## config.mk

```make
export PLATFORM = sky130hd
export DESIGN_NAME = alert_cause_status_register
export DESIGN_NICKNAME = d
export VERILOG_FILES = /design/src/hw/alert_cause_pkg.sv /design/src/hw/alert_cause_status_register.sv
export SDC_FILE = /design/constraint.sdc
export NUM_CORES = 1
export LEC_CHECK = 0
export BUFFER_PORTS_ARGS = -buffer_cell sky130_fd_sc_hd__buf_2
export CORE_MARGIN = 4
export CORE_UTILIZATION = 55
export DETAILED_ROUTE_END_ITERATION = 12
export PLACE_DENSITY = 0.82
export REMOVE_ABC_BUFFERS = 1
export SYNTH_ARGS = -nofsm -noshare
export SYNTH_HDL_FRONTEND = slang
export SYNTH_SLANG_ARGS = --single-unit
```

## constraint.sdc

```tcl
create_clock -name mclk_in -period 3.4 [get_ports mclk_in]
set_input_delay 0.17 -clock mclk_in [delete_from_list [all_inputs] [get_ports mclk_in]]
set_output_delay 0.17 -clock mclk_in [all_outputs]
set_load 0.01 [all_outputs]
```

## src/hw/alert_cause_pkg.sv

```systemverilog
package alert_cause_pkg;

  // register indices; the byte address on the bus is four times the index
  localparam logic [7:0]  STATUS_IDX       = 8'h26;
  localparam logic [7:0]  ENABLE_IDX       = 8'h40;
  localparam logic [7:0]  LIVE_IDX         = 8'h41;
  localparam logic [7:0]  PENDING_IDX      = 8'h42;
  localparam logic [7:0]  CONV_COUNT_IDX   = 8'h43;

  // values after reset
  localparam logic [23:0] STATUS_RESET     = 24'h00_0000;
  localparam logic [23:0] ENABLE_RESET     = 24'h00_000C;
  localparam logic [23:0] PENDING_RESET    = 24'h00_0000;
  localparam logic [31:0] RDATA_RESET      = 32'h0000_0000;

  // field positions inside the 24-bit cause word
  localparam int          OVER_CURRENT_LSB  = 20;
  localparam int          UNDER_CURRENT_LSB = 16;
  localparam int          OVER_VOLTAGE_LSB  = 12;
  localparam int          UNDER_VOLTAGE_LSB = 8;
  localparam int          OVER_POWER_LSB    = 4;
  localparam int          ACC_FULL_BIT      = 3;
  localparam int          COUNT_FULL_BIT    = 2;

  // bits 1..0 have no flip-flop behind them
  localparam logic [23:0] IMPL_MASK        = 24'hFF_FFFC;

  // bus answer timing: setup cycle plus one access cycle, no wait states
  localparam int          APB_WAIT_CYCLES  = 0;

  // one bit per channel for each limit, channel 1 in the most significant position; one bit each for the two accumulation flags
  typedef struct packed {
    logic [3:0] over_current_flag;
    logic [3:0] under_current_flag;
    logic [3:0] over_voltage_flag;
    logic [3:0] under_voltage_flag;
    logic [3:0] over_power_flag;
    logic       accumulator_full_flag;
    logic       sample_counter_full_flag;
    logic [1:0] unused;
  } cause_s;

  // limit comparison results from the conversion logic, same clock
  typedef struct packed {
    logic [3:0] over_current;
    logic [3:0] under_current;
    logic [3:0] over_voltage;
    logic [3:0] under_voltage;
    logic [3:0] over_power;
    logic [3:0] accumulator_full;
    logic       sample_counter_full;
  } limit_trip_s;

  typedef enum logic {APB_IDLE, APB_ACCESS} apb_phase_e;

  // byte address of a register index
  function automatic logic [9:0] byte_addr(input logic [7:0] idx);
    byte_addr = {idx, 2'b00};
  endfunction

endpackage

```

## src/hw/alert_cause_status_register.sv

```systemverilog
// The APB interface to the registers was chosen for this implementation.
`timescale 1ns/1ps

// Operation
// bits 23 to 20 hold one overcurrent-tripped flag for channels 1 to 4, a one meaning tripped.
// bits 19 to 16 hold one undercurrent-tripped flag for channels 1 to 4, a one meaning tripped.
// bits 15 to 12 hold one overvoltage-tripped flag for channels 1 to 4, a one meaning tripped.
// bits 11 to 8 hold the undervoltage-tripped flags for channels 1 to 4 in channel order.
// bits 7 to 4 hold the overpower-tripped flags for channels 1 to 4 in channel order.
// bit 3 holds the accumulator full flag and bit 2 the sample counter full flag, both cleared by a read and a later finished conversion.
// bits 1 and 0 of the status word always read as zero.
// a flag clears once the word has been read and a later conversion cycle has finished.
// a flag whose cause is still present when the conversion cycle finishes stays set despite the read.
// the readable status follows the flags directly, with no snapshot command in between.
// the limit alerts are disabled after reset until software sets their enable bits.
// software reads the status word after an alert to learn which cause raised it.
// the accumulator full flag sets when any channel accumulator overflows or passes its limit.
// the sample counter full flag sets when the sample counter overflows or passes its limit.
// a read clears only the flags that it returned as set, so a cause arising meanwhile survives.
module alert_cause_status_register
  import alert_cause_pkg::*;
#(
  parameter int ADDR_W     = 12,
  parameter int NUM_CH     = 4,
  parameter int CONV_CNT_W = 16
) (
  input  wire logic              mclk_in,
  input  wire logic              resetn_in,
  // apb slave
  input  wire logic              psel_in,
  input  wire logic              penable_in,
  input  wire logic              pwrite_in,
  input  wire logic [ADDR_W-1:0] paddr_in,
  input  wire logic [31:0]       pwdata_in,
  output logic [31:0]            prdata_out,
  output logic                   pready_out,
  output logic                   pslverr_out,
  // conversion logic side
  input  wire logic              conv_done_in,
  input  wire limit_trip_s       trip_in,
  // flag view and combined alert
  output cause_s                 status_out,
  output logic                   alert_out
);

  // elaboration checks: the bit layout is built for four channels only
  if (NUM_CH != 4) begin : g_bad_ch
    $error("alert_cause_status_register: NUM_CH must be 4");
  end
  if (ADDR_W < 10) begin : g_bad_addr
    $error("alert_cause_status_register: ADDR_W must be at least 10");
  end
  if (CONV_CNT_W < 1 || CONV_CNT_W > 32) begin : g_bad_cnt
    $error("alert_cause_status_register: CONV_CNT_W must be 1 to 32");
  end

  // flip-flops
  apb_phase_e            phase_r;
  apb_phase_e            phase_nxt;
  logic [23:0]           status_r;
  logic [23:0]           status_nxt;
  logic [23:0]           enable_r;
  logic [23:0]           enable_nxt;
  logic [23:0]           pending_r;
  logic [23:0]           pending_nxt;
  logic [CONV_CNT_W-1:0] conv_count_r;
  logic [CONV_CNT_W-1:0] conv_count_nxt;
  logic [31:0]           prdata_r;
  logic [31:0]           prdata_nxt;
  logic                  pready_r;
  logic                  pready_nxt;
  logic                  pslverr_r;
  logic                  pslverr_nxt;
  logic                  alert_r;
  logic                  alert_nxt;

  // decode wires
  logic [ADDR_W-1:0]     addr_status;
  logic [ADDR_W-1:0]     addr_enable;
  logic [ADDR_W-1:0]     addr_live;
  logic [ADDR_W-1:0]     addr_pending;
  logic [ADDR_W-1:0]     addr_conv;
  logic                  hit_status;
  logic                  hit_enable;
  logic                  hit_live;
  logic                  hit_pending;
  logic                  hit_conv;
  logic                  hit_any;
  logic                  setup_w;
  logic                  done_w;
  logic                  wr_enable_w;
  logic                  rd_status_w;
  logic [31:0]           rd_mux;

  // flag wires
  logic [23:0]           raw_cause;
  logic [23:0]           live_cause;
  logic [23:0]           read_clear;
  logic [23:0]           conv_clear;
  logic [23:0]           conv_keep;
  logic [31:0]           status_word;

  // named flag views, channel 1 first in each group
  // overcurrent
  logic                  chan1_over_current_flag;
  logic                  chan2_over_current_flag;
  logic                  chan3_over_current_flag;
  logic                  chan4_over_current_flag;
  // undercurrent
  logic                  chan1_under_current_flag;
  logic                  chan2_under_current_flag;
  logic                  chan3_under_current_flag;
  logic                  chan4_under_current_flag;
  // overvoltage
  logic                  chan1_over_voltage_flag;
  logic                  chan2_over_voltage_flag;
  logic                  chan3_over_voltage_flag;
  logic                  chan4_over_voltage_flag;
  // undervoltage
  logic                  chan1_under_voltage_flag;
  logic                  chan2_under_voltage_flag;
  logic                  chan3_under_voltage_flag;
  logic                  chan4_under_voltage_flag;
  // overpower
  logic                  chan1_over_power_flag;
  logic                  chan2_over_power_flag;
  logic                  chan3_over_power_flag;
  logic                  chan4_over_power_flag;
  // accumulation
  logic                  accumulator_full_flag;
  logic                  sample_counter_full_flag;

  // register byte addresses widened to the bus address
  assign addr_status  = ADDR_W'(byte_addr(STATUS_IDX));
  assign addr_enable  = ADDR_W'(byte_addr(ENABLE_IDX));
  assign addr_live    = ADDR_W'(byte_addr(LIVE_IDX));
  assign addr_pending = ADDR_W'(byte_addr(PENDING_IDX));
  assign addr_conv    = ADDR_W'(byte_addr(CONV_COUNT_IDX));

  // address hits; a misaligned address matches nothing and so errors
  assign hit_status  = (paddr_in == addr_status);
  assign hit_enable  = (paddr_in == addr_enable);
  assign hit_live    = (paddr_in == addr_live);
  assign hit_pending = (paddr_in == addr_pending);
  assign hit_conv    = (paddr_in == addr_conv);
  assign hit_any     = hit_status | hit_enable | hit_live | hit_pending | hit_conv;

  // setup is taken once per transfer, completion when the access meets ready
  assign setup_w     = psel_in & ~penable_in & (phase_r == APB_IDLE);
  assign done_w      = psel_in & penable_in & pready_r & (phase_r == APB_ACCESS);
  assign wr_enable_w = done_w & pwrite_in & hit_enable;
  assign rd_status_w = done_w & ~pwrite_in & hit_status;

  // raw cause word in status bit order; one process, so the word has one driver
  always_comb begin
    raw_cause[OVER_CURRENT_LSB +: 4]  = trip_in.over_current;
    raw_cause[UNDER_CURRENT_LSB +: 4] = trip_in.under_current;
    raw_cause[OVER_VOLTAGE_LSB +: 4]  = trip_in.over_voltage;
    raw_cause[UNDER_VOLTAGE_LSB +: 4] = trip_in.under_voltage;
    raw_cause[OVER_POWER_LSB +: 4]    = trip_in.over_power;
    raw_cause[ACC_FULL_BIT]           = |trip_in.accumulator_full;
    raw_cause[COUNT_FULL_BIT]         = trip_in.sample_counter_full;
    raw_cause[1:0]                    = 2'b00;
  end

  // only enabled causes may raise a flag; limits start disabled
  assign live_cause = raw_cause & enable_r & IMPL_MASK;

  // a read clears exactly what it returned, taken from the latched read data
  assign read_clear = rd_status_w ? prdata_r[23:0] : 24'h00_0000;

  // clearing happens only at the end of a conversion after the read
  assign conv_clear = conv_done_in ? pending_r : 24'h00_0000;

  // new cause wins over a clear in the same cycle, so no event is lost
  assign status_nxt = ((status_r & ~conv_clear) | live_cause) & IMPL_MASK;

  // a finished conversion retires the clear mask, except where the cause is
  // still there: that flag stays set and clears at the first conversion that
  // finds its cause gone; a read during the finishing conversion waits
  assign conv_keep   = pending_r & live_cause;
  assign pending_nxt = conv_done_in ? (read_clear | conv_keep) : (pending_r | read_clear);

  // software owns the enables; reserved bits stay zero
  assign enable_nxt = wr_enable_w ? (pwdata_in[23:0] & IMPL_MASK) : enable_r;

  // diagnostic count of finished conversions, wraps silently
  assign conv_count_nxt = conv_done_in ? conv_count_r + CONV_CNT_W'(1) : conv_count_r;

  // combined alert follows the flags with no snapshot step
  assign alert_nxt = |status_nxt;

  // named flags picked out of the status register
  // overcurrent, bits 23 down to 20
  assign chan1_over_current_flag  = status_r[OVER_CURRENT_LSB + 3];
  assign chan2_over_current_flag  = status_r[OVER_CURRENT_LSB + 2];
  assign chan3_over_current_flag  = status_r[OVER_CURRENT_LSB + 1];
  assign chan4_over_current_flag  = status_r[OVER_CURRENT_LSB];
  // undercurrent, bits 19 down to 16
  assign chan1_under_current_flag = status_r[UNDER_CURRENT_LSB + 3];
  assign chan2_under_current_flag = status_r[UNDER_CURRENT_LSB + 2];
  assign chan3_under_current_flag = status_r[UNDER_CURRENT_LSB + 1];
  assign chan4_under_current_flag = status_r[UNDER_CURRENT_LSB];
  // overvoltage, bits 15 down to 12
  assign chan1_over_voltage_flag  = status_r[OVER_VOLTAGE_LSB + 3];
  assign chan2_over_voltage_flag  = status_r[OVER_VOLTAGE_LSB + 2];
  assign chan3_over_voltage_flag  = status_r[OVER_VOLTAGE_LSB + 1];
  assign chan4_over_voltage_flag  = status_r[OVER_VOLTAGE_LSB];
  // undervoltage, bits 11 down to 8
  assign chan1_under_voltage_flag = status_r[UNDER_VOLTAGE_LSB + 3];
  assign chan2_under_voltage_flag = status_r[UNDER_VOLTAGE_LSB + 2];
  assign chan3_under_voltage_flag = status_r[UNDER_VOLTAGE_LSB + 1];
  assign chan4_under_voltage_flag = status_r[UNDER_VOLTAGE_LSB];
  // overpower, bits 7 down to 4
  assign chan1_over_power_flag    = status_r[OVER_POWER_LSB + 3];
  assign chan2_over_power_flag    = status_r[OVER_POWER_LSB + 2];
  assign chan3_over_power_flag    = status_r[OVER_POWER_LSB + 1];
  assign chan4_over_power_flag    = status_r[OVER_POWER_LSB];
  // accumulation, bits 3 and 2
  assign accumulator_full_flag    = status_r[ACC_FULL_BIT];
  assign sample_counter_full_flag = status_r[COUNT_FULL_BIT];

  // word as the bus returns it; the top byte and bits 1..0 have no storage,
  // so they are built as zeros here rather than trusted from the register
  assign status_word = {
    8'h00,
    // current limits
    chan1_over_current_flag,
    chan2_over_current_flag,
    chan3_over_current_flag,
    chan4_over_current_flag,
    chan1_under_current_flag,
    chan2_under_current_flag,
    chan3_under_current_flag,
    chan4_under_current_flag,
    // voltage limits
    chan1_over_voltage_flag,
    chan2_over_voltage_flag,
    chan3_over_voltage_flag,
    chan4_over_voltage_flag,
    chan1_under_voltage_flag,
    chan2_under_voltage_flag,
    chan3_under_voltage_flag,
    chan4_under_voltage_flag,
    // power and accumulation
    chan1_over_power_flag,
    chan2_over_power_flag,
    chan3_over_power_flag,
    chan4_over_power_flag,
    accumulator_full_flag,
    sample_counter_full_flag,
    2'b00
  };

  // read data selection
  always_comb begin
    if (hit_status) begin
      rd_mux = status_word;
    end else if (hit_enable) begin
      rd_mux = {8'h00, enable_r};
    end else if (hit_live) begin
      rd_mux = {8'h00, raw_cause};
    end else if (hit_pending) begin
      rd_mux = {8'h00, pending_r};
    end else if (hit_conv) begin
      rd_mux = 32'(conv_count_r);
    end else begin
      rd_mux = RDATA_RESET;
    end
  end

  // bus phase machine; read data is latched at setup so that the
  // clear mask and the returned value are the very same bits
  always_comb begin
    phase_nxt   = phase_r;
    pready_nxt  = pready_r;
    prdata_nxt  = prdata_r;
    pslverr_nxt = pslverr_r;
    case (phase_r)
      APB_IDLE: begin
        if (setup_w) begin
          phase_nxt   = APB_ACCESS;
          pready_nxt  = 1'b1;
          prdata_nxt  = pwrite_in ? RDATA_RESET : rd_mux;
          pslverr_nxt = ~hit_any;
        end
      end
      APB_ACCESS: begin
        if (done_w || !psel_in) begin
          phase_nxt   = APB_IDLE;
          pready_nxt  = 1'b0;
          pslverr_nxt = 1'b0;
        end
      end
      default: begin
        phase_nxt   = APB_IDLE;
        pready_nxt  = 1'b0;
        pslverr_nxt = 1'b0;
      end
    endcase
  end

  // bus registers
  always_ff @(posedge mclk_in or negedge resetn_in) begin
    if (!resetn_in) begin
      phase_r   <= APB_IDLE;
      pready_r  <= 1'b0;
      prdata_r  <= RDATA_RESET;
      pslverr_r <= 1'b0;
    end else begin
      phase_r   <= phase_nxt;
      pready_r  <= pready_nxt;
      prdata_r  <= prdata_nxt;
      pslverr_r <= pslverr_nxt;
    end
  end

  // flag registers; all read zero at power-on
  always_ff @(posedge mclk_in or negedge resetn_in) begin
    if (!resetn_in) begin
      status_r  <= STATUS_RESET;
      pending_r <= PENDING_RESET;
      alert_r   <= 1'b0;
    end else begin
      status_r  <= status_nxt;
      pending_r <= pending_nxt;
      alert_r   <= alert_nxt;
    end
  end

  // configuration and diagnostics
  always_ff @(posedge mclk_in or negedge resetn_in) begin
    if (!resetn_in) begin
      enable_r     <= ENABLE_RESET;
      conv_count_r <= '0;
    end else begin
      enable_r     <= enable_nxt;
      conv_count_r <= conv_count_nxt;
    end
  end

  // outputs straight from flip-flops
  assign prdata_out  = prdata_r;
  assign pready_out  = pready_r;
  assign pslverr_out = pslverr_r;
  assign status_out  = cause_s'(status_r);
  assign alert_out   = alert_r;

endmodule // alert_cause_status_register

```

== Yosys cells after proc, flatten, opt, wreduce, memory -nomap -nowiden ==
Cells that the tools add are included.
W data, S select, Z words.

* Bits in read-only memories: 0
* Logic and storage cells: 64
* Output and inout port bits: 59
* Memories kept: 0
* Memory bits (writable): 0
* Latch bits: 0
* Bits in registers: 120
* Input port bits: 75

* Bitwise operators: 24
* Multiply operators: 0
* Magnitude comparators: 0
* Reductions and logical operators: 6
* $add $sub $neg: 1
* Div/mod/pow operators: 0
* Multiplexer cells: 17
* Equality and inequality tests: 7
* Shifts and indexed selects: 0

{| class="wikitable"
|+ Operators with widths
! operator !! number
|-
| $mux W24 || 7
|-
| $and A24 B24 Y24 || 3
|-
| $or A24 B24 Y24 || 3
|-
| $eq A12 B9 Y1 const B || 4
|-
| $mux W32 || 1
|-
| $not A24 Y24 || 1
|-
| $reduce_or A22 Y1 || 1
|-
| $add A16 B1 Y16 const B || 1
|-
| $mux W16 || 1
|-
| $eq A12 B8 Y1 const B || 1
|-
| $and A1 B1 Y1 || 9
|-
| $pmux W1 S2 || 3
|-
| $mux W1 || 5
|-
| $not A1 Y1 || 4
|-
| $or A1 B1 Y1 || 4
|-
| $reduce_and A2 Y1 || 2
|-
| $reduce_or A4 Y1 || 1
|-
| $ne A2 B1 Y1 const B || 1
|-
| $ne A2 B2 Y1 const B || 1
|-
| $logic_not A1 Y1 || 1
|-
| $logic_or A1 B1 Y1 || 1
|}

== Depth between registers and ports, before layout ==
Gate-level depths: netlist (run 1).

* Depth in word-level cells: 8
* Gate-level depth with buffers: 7

== Least setup slack after synthesis (run 1) ==
No wires, ideal clock.

* Path type: input-to-reg
* Start: input paddr_in[6]
* End: register prdata_r[0] (netlist: prdata_out[0])
* Data required time: 3.308 ns
* Library setup time: 0.092 ns
* Cell stages on the path: 6
* Arrival: 1.626 ns
* Setup slack: 1.682 ns
* Cells stage by stage: or4_4 > nor2_2 > buf_4 > nand3_4 > or3_1 > o31ai_2

* Word-level cells in the longest chain between the ends: 7
* Elaborated cells between the ends (all ways): 11
* Those cells by class: 5 x eq/ne; 6 x mux

{| class="wikitable"
|+ RTL lines
! item !! RTL line !! RTL
|-
| from (decl) || alert_cause_status_register.sv:33 || <nowiki>input wire logic [ADDR_W-1:0] paddr_in,</nowiki>
|-
| $eq A12 B9 Y1 || alert_cause_status_register.sv:145 || <nowiki>assign hit_conv = (paddr_in == addr_conv);</nowiki>
|-
| $mux W16 || alert_cause_status_register.sv:265 || <nowiki>end else if (hit_conv) begin</nowiki>
|-
| $mux W24 || alert_cause_status_register.sv:263 || <nowiki>end else if (hit_pending) begin</nowiki>
|-
| $mux W24 || alert_cause_status_register.sv:261 || <nowiki>end else if (hit_live) begin</nowiki>
|-
| $mux W24 || alert_cause_status_register.sv:259 || <nowiki>end else if (hit_enable) begin</nowiki>
|-
| $mux W24 (*) || alert_cause_status_register.sv:257 || <nowiki>if (hit_status) begin</nowiki>
|-
| $mux W32 (*) || alert_cause_status_register.sv:284 || <nowiki>prdata_nxt = pwrite_in ? RDATA_RESET : rd_mux;</nowiki>
|-
| to (signal assigned) || alert_cause_status_register.sv:313 || <nowiki>prdata_r <= prdata_nxt;</nowiki>
|-
| to (decl) || alert_cause_status_register.sv:68 || <nowiki>logic [31:0] prdata_r;</nowiki>
|}

Mark *: on every way between the ends. The rest lies on a longest branch, timed or not.
A chain may end at the register's enable or synchronous reset.

== Worst setup path in the final report (run 1) ==
* Start: input paddr_in[6]
* End: register prdata_r[7] (netlist: prdata_out[7])

The elaborated chain is that of the path after synthesis.

==> impl_results.md, run 1 <==
- Crit-path max FO: 22
- CTS tree: yes
- Primary FF master, synth: dfrtp_1
- P_leak: 3.208 nW
- Min-Delay Endpoint: enable_r[18]
- Post-placement cell count: between 700 and 800
- Finish-stage setup viols: 0
- Largest net degree at the start of global routing: 60
- Total power: between 0.002 and 0.0025 W
- Worst-path cell chain: buf_2, or4_4, nor2_2, nand2_1, o21ai_0, o21ai_1
- Routed wire length: 15820 um
- Worst-margin pin slew: 902.0 ps
- Final Wtd Congestion: about 0.83
- Critical Path Sink Type: flip-flop
- Distinct cell type count of the synthesized netlist: 53
- Max-cap violations: 0
- Avg Vias per Cell: between 6 and 7
- Die X: 108.3 um
- First DRT Iteration DRCs: approximately 400
- Via count: 4925
- WP data arrival: roughly 2600 ps
- Setup Skew: 10.00 ps
- CP required: roughly 3700 ps
- Switching Fraction: a little over a quarter
- Antenna-violating nets left: 0
- EDFF count, synth: 0
- Sequential power share: ~58%
- Vias in the first global route: between 5000 and 6000
- Post-synthesis cell count: around 560
- Crit path launch: paddr_in[6]
- FP Rows: 36
- Seq/Total Area, Yosys: 50.68%
- Power Density: between 300 and 400 nW/um2
- Slowest stage delay, CP: between 700 and 800 ps
- Final Max Slew Viols: 0
- Footprint of the multi-input gates: roughly 2500 um2
- Fin area: about 6500 um2
- Status: complete, no violations
- Initial Utilization: between 50% and 60%
- Post-synth ARST share: 100.0%
- Buf/Inv on CP: 1
- Master of the slowest instance on the critical path: nand2_1
- FILL cells: 800
- Crit path depth: 6
- Crit Reg-Reg Startpoint: phase_r
- Min-Delay Startpoint: pwdata_in[18]
- CP Launch Type: input port
- Sequential cell area: 2805 um2
- Highest Clock Rate: around 0.43 GHz
- Full die area: roughly 12000 um2
- DRC: 0
- Setup TNS: 0 ps
- Worst-path clk slew: 90 ps
- Crit-path leading delay family: simple AND/OR/NAND/NOR gates
- TritonRoute pass-1 iters: 7
- Ys Warns: 0
- Final Cycle Share: 67.68%
- Post-CTS Setup Bufs: 0
- Ports: ~130
- Clk_lat worst skew: roughly 390 ps
- Clock Tree Buf Depth: 2
- Worst hold path type: input port to flip-flop
- First-pass GRT wire length: between 20000 and 30000 um
- Placement Cell Area: around 6200 um2
- Normalized max-slew margin: about two fifths
- Layout net count: 745
- Share of layout cells above drive strength 1: 26.45%
- Most frequent cell after synthesis: nand2_1
- RSZ-0062 raised after global routing: false
- Reg-to-reg slack, setup: about 1100 ps
- Syn Std Cell Area: about 5500 um2
- Yosys top cell area share: about half
- Area of the core: approximately 9800 um2
- Syn_area_per_cell: just under 10 um2
- Logic pwr share: between 10 and 15%
- Crit Path Category: input port to flip-flop
- Max VDD drop: 0.0003934 V
- Ranking of synthesized cells by area: dfrtp_1 (50%), nand2_1 (7.9%), a22o_1 (5.9%), o21ai_0 (4.8%), mux2_2 (4.7%)
- Post-cts resize count: 0
- FF-to-FF path depth: 7
- Sw power: approximately 0.00066 W
- Antenna diodes: 0
- CTS H-Tree Depth: 3
- Number of synthesized register bits: 112
- Min cycle time layout: between 2000 and 2500 ps
- Cell internal pwr: roughly 0.0018 W
- Synth top cells by count: nand2_1 (117), dfrtp_1 (110), o21ai_0 (53), a22o_1 (37), mux2_2 (23)
- Hold path depth: 2
- CTS sink count: approximately 110
- DR WL/cell: just under 20 um
- Buffers added on ports: 113
- Total track usage: 28.12%
- DP Wirelength: roughly 11000 um
- Height of the die: about 110 um
- Yosys top cell by area: dfrtp_1
- Initial antenna violation count: 0
- Area grow syn2layout: 16.59%
- Post-Layout Cell Count: ~810
- CTS root buf: clkbuf_8
- Inserted Clock Buffers: 9
- Clk network pwr share: around 31%
- Critical R2R Capture: prdata_out[18]
- Total grt overflow: 0
- Fin. Hold Viols: 0
[what timing repair did]
item                                   CTS  global route
setup endpoints to repair                0             0
endpoints found under the hold margin   63             1
hold buffers                             8             1
[worst max path at each step]
stage / endpoint / slack, ps
after floorplan: enable_r[10] / 910
after global placement: prdata_out[22] / 820
after detailed placement: prdata_out[17] / 760
after CTS: prdata_out[18] / 1140
after global routing: prdata_out[23] / 960
final: prdata_out[7] / 1100
[state kept, by name, summed over array words and instances, names as in the netlist]
signal and cells:
phase_r 1, pready_out 1, pslverr_out 1, enable_r 22, conv_count_r 16, prdata_out 24, status_out 22, alert_out 1
pending_r 24
[per-stage QoR]
step / worst slack, ps / hold WS (ps) / utilization [%]
5_1_grt: 955.1 / 2.003 / 66.03
3_5_place_dp: 756.8 / 287.6 / 63.15
2_1_floorplan: 912.6 / -125.6 / -
4_1_cts: 1144 / 0.06739 / 65.92
3_3_place_gp: 824.8 / 278.2 / 63.15
6_report: 1099 / 10.72 / 66.03
[layout make-up]
cell class	instances	area share, %
sequential	112	43.47
multi-input combinational	407	39.05
clock buffer	13	2.772
clock inverter	2	0.1939
tap	133	2.579
inverter	4	0.2326
timing repair buffer	135	11.71
[power by group through the flow]
stage | Clock, W | Sequential [W] | Combinational [W]
2_1_floorplan | 0 | 0.00145 | 0.000132
4_1_cts | 0.000795 | 0.00144 | 0.000276
6_report | 0.000782 | 0.00144 | 0.000278
3_3_place_gp | 0 | 0.00146 | 0.000257
5_1_grt | 0.000853 | 0.00144 | 0.000310
3_5_place_dp | 0 | 0.00146 | 0.000266
[routing by layer]
| layer | part of all wire [%] | track usage, % | vias to the layer above |
|---|---|---|---|
| met1 | 39 | 36.37 | 2414 |
| met4 | 2.5 | 12.08 | 0 |
| met3 | 9.8 | 7.522 | 39 |
| met5 | 0 | 0 | - |
| met2 | 49 | 44.85 | 272 |
| li1 | - | - | 2200 |
[cell families (layout without fill, tap and decap cells)]
family / count (synthesis) / after routing / synth area share, %
AO/OA/AOI/OAI: 163 / 163 / 20.41
adder cells (fa/ha/maj): 2 / 2 / 0.4068
other: 1 / 10 / 0.06775
multiplexers: 26 / 26 / 5.222
XOR/XNOR: 15 / 15 / 2.373
buffers and inverters: 47 / 154 / 4.408
flip-flops: 112 / 112 / 50.68
AND/OR/NAND/NOR: 191 / 191 / 16.43
[cells in the final DEF (no fill, tap or decap), types with 10 or more instances in the layout]
| cell | instances |
|---|---|
| mux2_2 | 23 |
| clkbuf_8 | 13 |
| dfrtp_1 | 110 |
| a2bb2oi_1 | 15 |
| a21oi_1 | 14 |
| a22o_1 | 37 |
| buf_4 | 14 |
| nor2_1 | 13 |
| nor3_1 | 14 |
| o21ai_0 | 53 |
| o21ai_1 | 11 |
| o22a_1 | 14 |
| buf_2 | 112 |
| conb_1 | 10 |
| nand2_1 | 117 |
Power figures use the tool's default switching activity.
==> run 2: changes to the inputs <==
--- a/config.mk
+++ b/config.mk
@@ -7,9 +7,9 @@
 export LEC_CHECK = 0
 export BUFFER_PORTS_ARGS = -buffer_cell sky130_fd_sc_hd__buf_2
 export CORE_MARGIN = 4
-export CORE_UTILIZATION = 55
+export CORE_UTILIZATION = 54
 export DETAILED_ROUTE_END_ITERATION = 12
-export PLACE_DENSITY = 0.82
+export PLACE_DENSITY = 0.8
 export REMOVE_ABC_BUFFERS = 1
 export SYNTH_ARGS = -nofsm -noshare
 export SYNTH_HDL_FRONTEND = slang
==> constraint.sdc (replaced) <==
create_clock -name mclk_in -period 2.27 [get_ports mclk_in]
set_input_delay 0.1135 -clock mclk_in [delete_from_list [all_inputs] [get_ports mclk_in]]
set_output_delay 0.1135 -clock mclk_in [all_outputs]
set_load 0.01 [all_outputs]
==> impl_results.md, run 2 (synthesized netlist as in run 1, its figures left out) <==
- Hold path depth: 3 (+1)
- Crit-path leading delay family: simple AND/OR/NAND/NOR gates
- DR WL/cell: 19.50 um (-0.65%)
- WP data arrival: 2070 ps (-500 ps)
- Sw power: 0.001034 W (+57%)
- Sequential power share: 54.7% (-2.9 points)
- Dpl ws: 358.1 ps (-398.7 ps)
- Crit-path max FO: 3 (-86%)
- Clk network pwr share: 33.7% (+2.4 points)
- Worst-path clk slew: 120 ps (+30 ps)
- P_leak: 3.370 nW (+5.1%)
- Max VDD drop: 0.0004076 V (+3.6%)
- Post-placement cell count: 796 (+1.8%)
- Most common cell after layout, fill and taps aside: nand2_1
- Setup TNS: 0 ps (unchanged)
- Critical R2R Capture: alert_out
- Clock Tree Buf Depth: 2 (unchanged)
- RSZ-0062 raised after global routing: false
- DP Wirelength: 11160 um (+4.8%)
- Switching Fraction: 26.32% (-0.10 points)
- Worst hold path type: input port to flip-flop
- Master of the slowest instance on the critical path: nor4_1
- Crit Reg-Reg Startpoint: pending_r[8]
- Vias in the first global route: 5073 (+1.3%)
- Post-cts resize count: 0 (unchanged)
- CTS sink count: 112 (unchanged)
- Finish-stage setup viols: 0 (unchanged)
- Final Cycle Share: 78.75%
- Post-CTS Setup Bufs: 0 (unchanged)
- Final Wtd Congestion: 0.8807 (+5.6%)
- Height of the die: 109.2 um (+0.85%)
- Commonest non-fill, non-tap cells in the layout: nand2_1 (117), buf_2 (112), dfrtp_1 (110), o21ai_0 (53), a22o_1 (37)
- Critical Path Sink Type: flip-flop
- Setup Skew: 21.44 ps (+11.44 ps)
- DRC: 0 (unchanged)
- Status: complete, no violations
- FILL cells: 753 (-5.9%)
- Total track usage: 28.21% (+0.089 points)
- CTS H-Tree Depth: 3 (unchanged)
- CP required: 2560 ps (-1110 ps)
- Reg-to-reg slack, setup: 480 ps (-630 ps)
- FF-to-FF path depth: 5 (-2)
- Highest Clock Rate: about 0.56 GHz
- Share of layout cells above drive strength 1: 27.27% (+0.82 points)
- Full die area: 11930 um2 (+1.7%)
- Initial Utilization: 56.11% (-0.52 points)
- Fin. Hold Viols: 0 (unchanged)
- Via count: 5075 (+3.0%)
- Worst-path cell chain: nand2_1, a22o_1, nor4_1, nand4_1, or3_1
- Footprint of the multi-input gates: 2520 um2 (unchanged)
- Routed wire length: 16330 um (+3.2%)
- First-pass GRT wire length: 26000 um (+3.7%)
- Avg Vias per Cell: 6.063 (-0.77%)
- Max-cap violations: 0 (unchanged)
- Initial antenna violation count: 0 (unchanged)
- Power Density: 578.2 nW/um2 (+49%)
- Area of the core: 9864 um2 (+0.92%)
- Final Max Slew Viols: 0 (unchanged)
- Antenna-violating nets left: 0 (unchanged)
- Setup ws final: 482.4 ps (-616.4 ps)
- FP Rows: 36 (unchanged)
- Total power: 0.003928 W (+57%)
- Ports: 134 (unchanged)
- Layout net count: 776 (+4.2%)
- Buffers added on ports: 113 (unchanged)
- Slowest stage delay, CP: 450 ps (-270 ps)
- Area grow syn2layout: 22.72%
- Min cycle time layout: 1788 ps
- Worst-margin pin slew: 609.9 ps (-292.1 ps)
- Buf/Inv on CP: 0 (-1)
- Post-Layout Cell Count: 837 (+3.8%)
- Sequential cell area: 2805 um2 (unchanged)
- Min-Delay Startpoint: trip_in[20]
- Normalized max-slew margin: 59.34% (+20 points)
- Largest net degree at the start of global routing: 47 (-22%)
- Cell internal pwr: 0.002894 W (+57%)
- Inserted Clock Buffers: 9 (unchanged)
- Die X: 109.2 um (+0.85%)
- Total grt overflow: 0 (unchanged)
- Min-Delay Endpoint: status_out[19]
- TritonRoute pass-1 iters: 5 (-2)
- CP Launch Type: flip-flop
- Antenna diodes: 0 (unchanged)
- Clk_lat worst skew: 390 ps (about the same)
- Crit Path Category: flip-flop to flip-flop
- First DRT Iteration DRCs: 353 (-12%)
- CTS tree: yes
- CTS root buf: clkbuf_8
- Logic pwr share: 11.5% (+0.4 points)
## run 2: cell count changes in the layout (fill, tap and decap cells not counted), sizes merged
cell	delta
buf	+14
inv	+1
clkinv	+1
dlygate4sd3	+17
clkbuf	-4
bufinv	+2
## run 2: timing repair
action,CTS,global route
hold buffers,26,0
hold endpoints to repair,68,0
setup endpoints to repair,0,0
## run 2: how the worst max path moves through the flow
| stage | startpoint | to | slack [ps] | cells past startpoint |
|---|---|---|---|---|
| 6_report | pending_r[8] | alert_out | 480 | 5 |
| 5_1_grt | pending_r[8] | alert_out | 430 | 5 |
| 4_1_cts | pending_r[8] | alert_out | 490 | 5 |
| 3_5_place_dp | paddr_in[6] | prdata_out[4] | 360 | 7 |
| 3_3_place_gp | paddr_in[4] | enable_r[11] | 420 | 6 |
| 2_1_floorplan | paddr_in[4] | enable_r[10] | -160 | 4 |
## run 2: per-stage QoR
stage / area (um2) / hold slack (ps) / utilization (%)
after global placement: 6315 / 159.9 / 64.02
final: 6793 / 13.72 / 68.86
after detailed placement: 6315 / 167.3 / 64.02
after floorplan: 5340 / -182.1 / -
after global routing: 6793 / 12.59 / 68.86
after CTS: 6793 / 1.308 / 68.86
## run 2: per-layer routing
metal / routed length [um] / up-vias / share of wire, % / track usage, %
li1: - / 2274 / - / -
met1: 6629 / 2509 / 41 / 36.66
met2: 8008 / 256 / 49 / 46.49
met3: 1394 / 36 / 8.5 / 7.401
met4: 293 / 0 / 1.8 / 8.549
met5: 0 / - / 0 / 0
## run 2: power by group through the flow
stage          sequential, W  clock [W]  combinational [W]
6_report             0.00215    0.00133           0.000452
5_1_grt              0.00216    0.00141           0.000499
4_1_cts              0.00215    0.00134           0.000449
3_5_place_dp         0.00219          0           0.000413
3_3_place_gp         0.00218          0           0.000401
2_1_floorplan        0.00217          0           0.000198
## run 2: area by class of cell
class	instances	area share (%)
clock buffers	9	1.824
clock inverters	6	1.381
repair buffers	166	15.73
multi-input cells	407	37.10
inverters	4	0.2210
flip-flops and latches	112	41.30
well taps	133	2.450
## run 2: worst reg2reg max path, delay by kind of cell, from the launching register on
kind | cells | cell delay (ps)
flip-flops | 1 | 410
AO/OA/AOI/OAI | 1 | 200
AND/OR/NAND/NOR | 4 | 1070
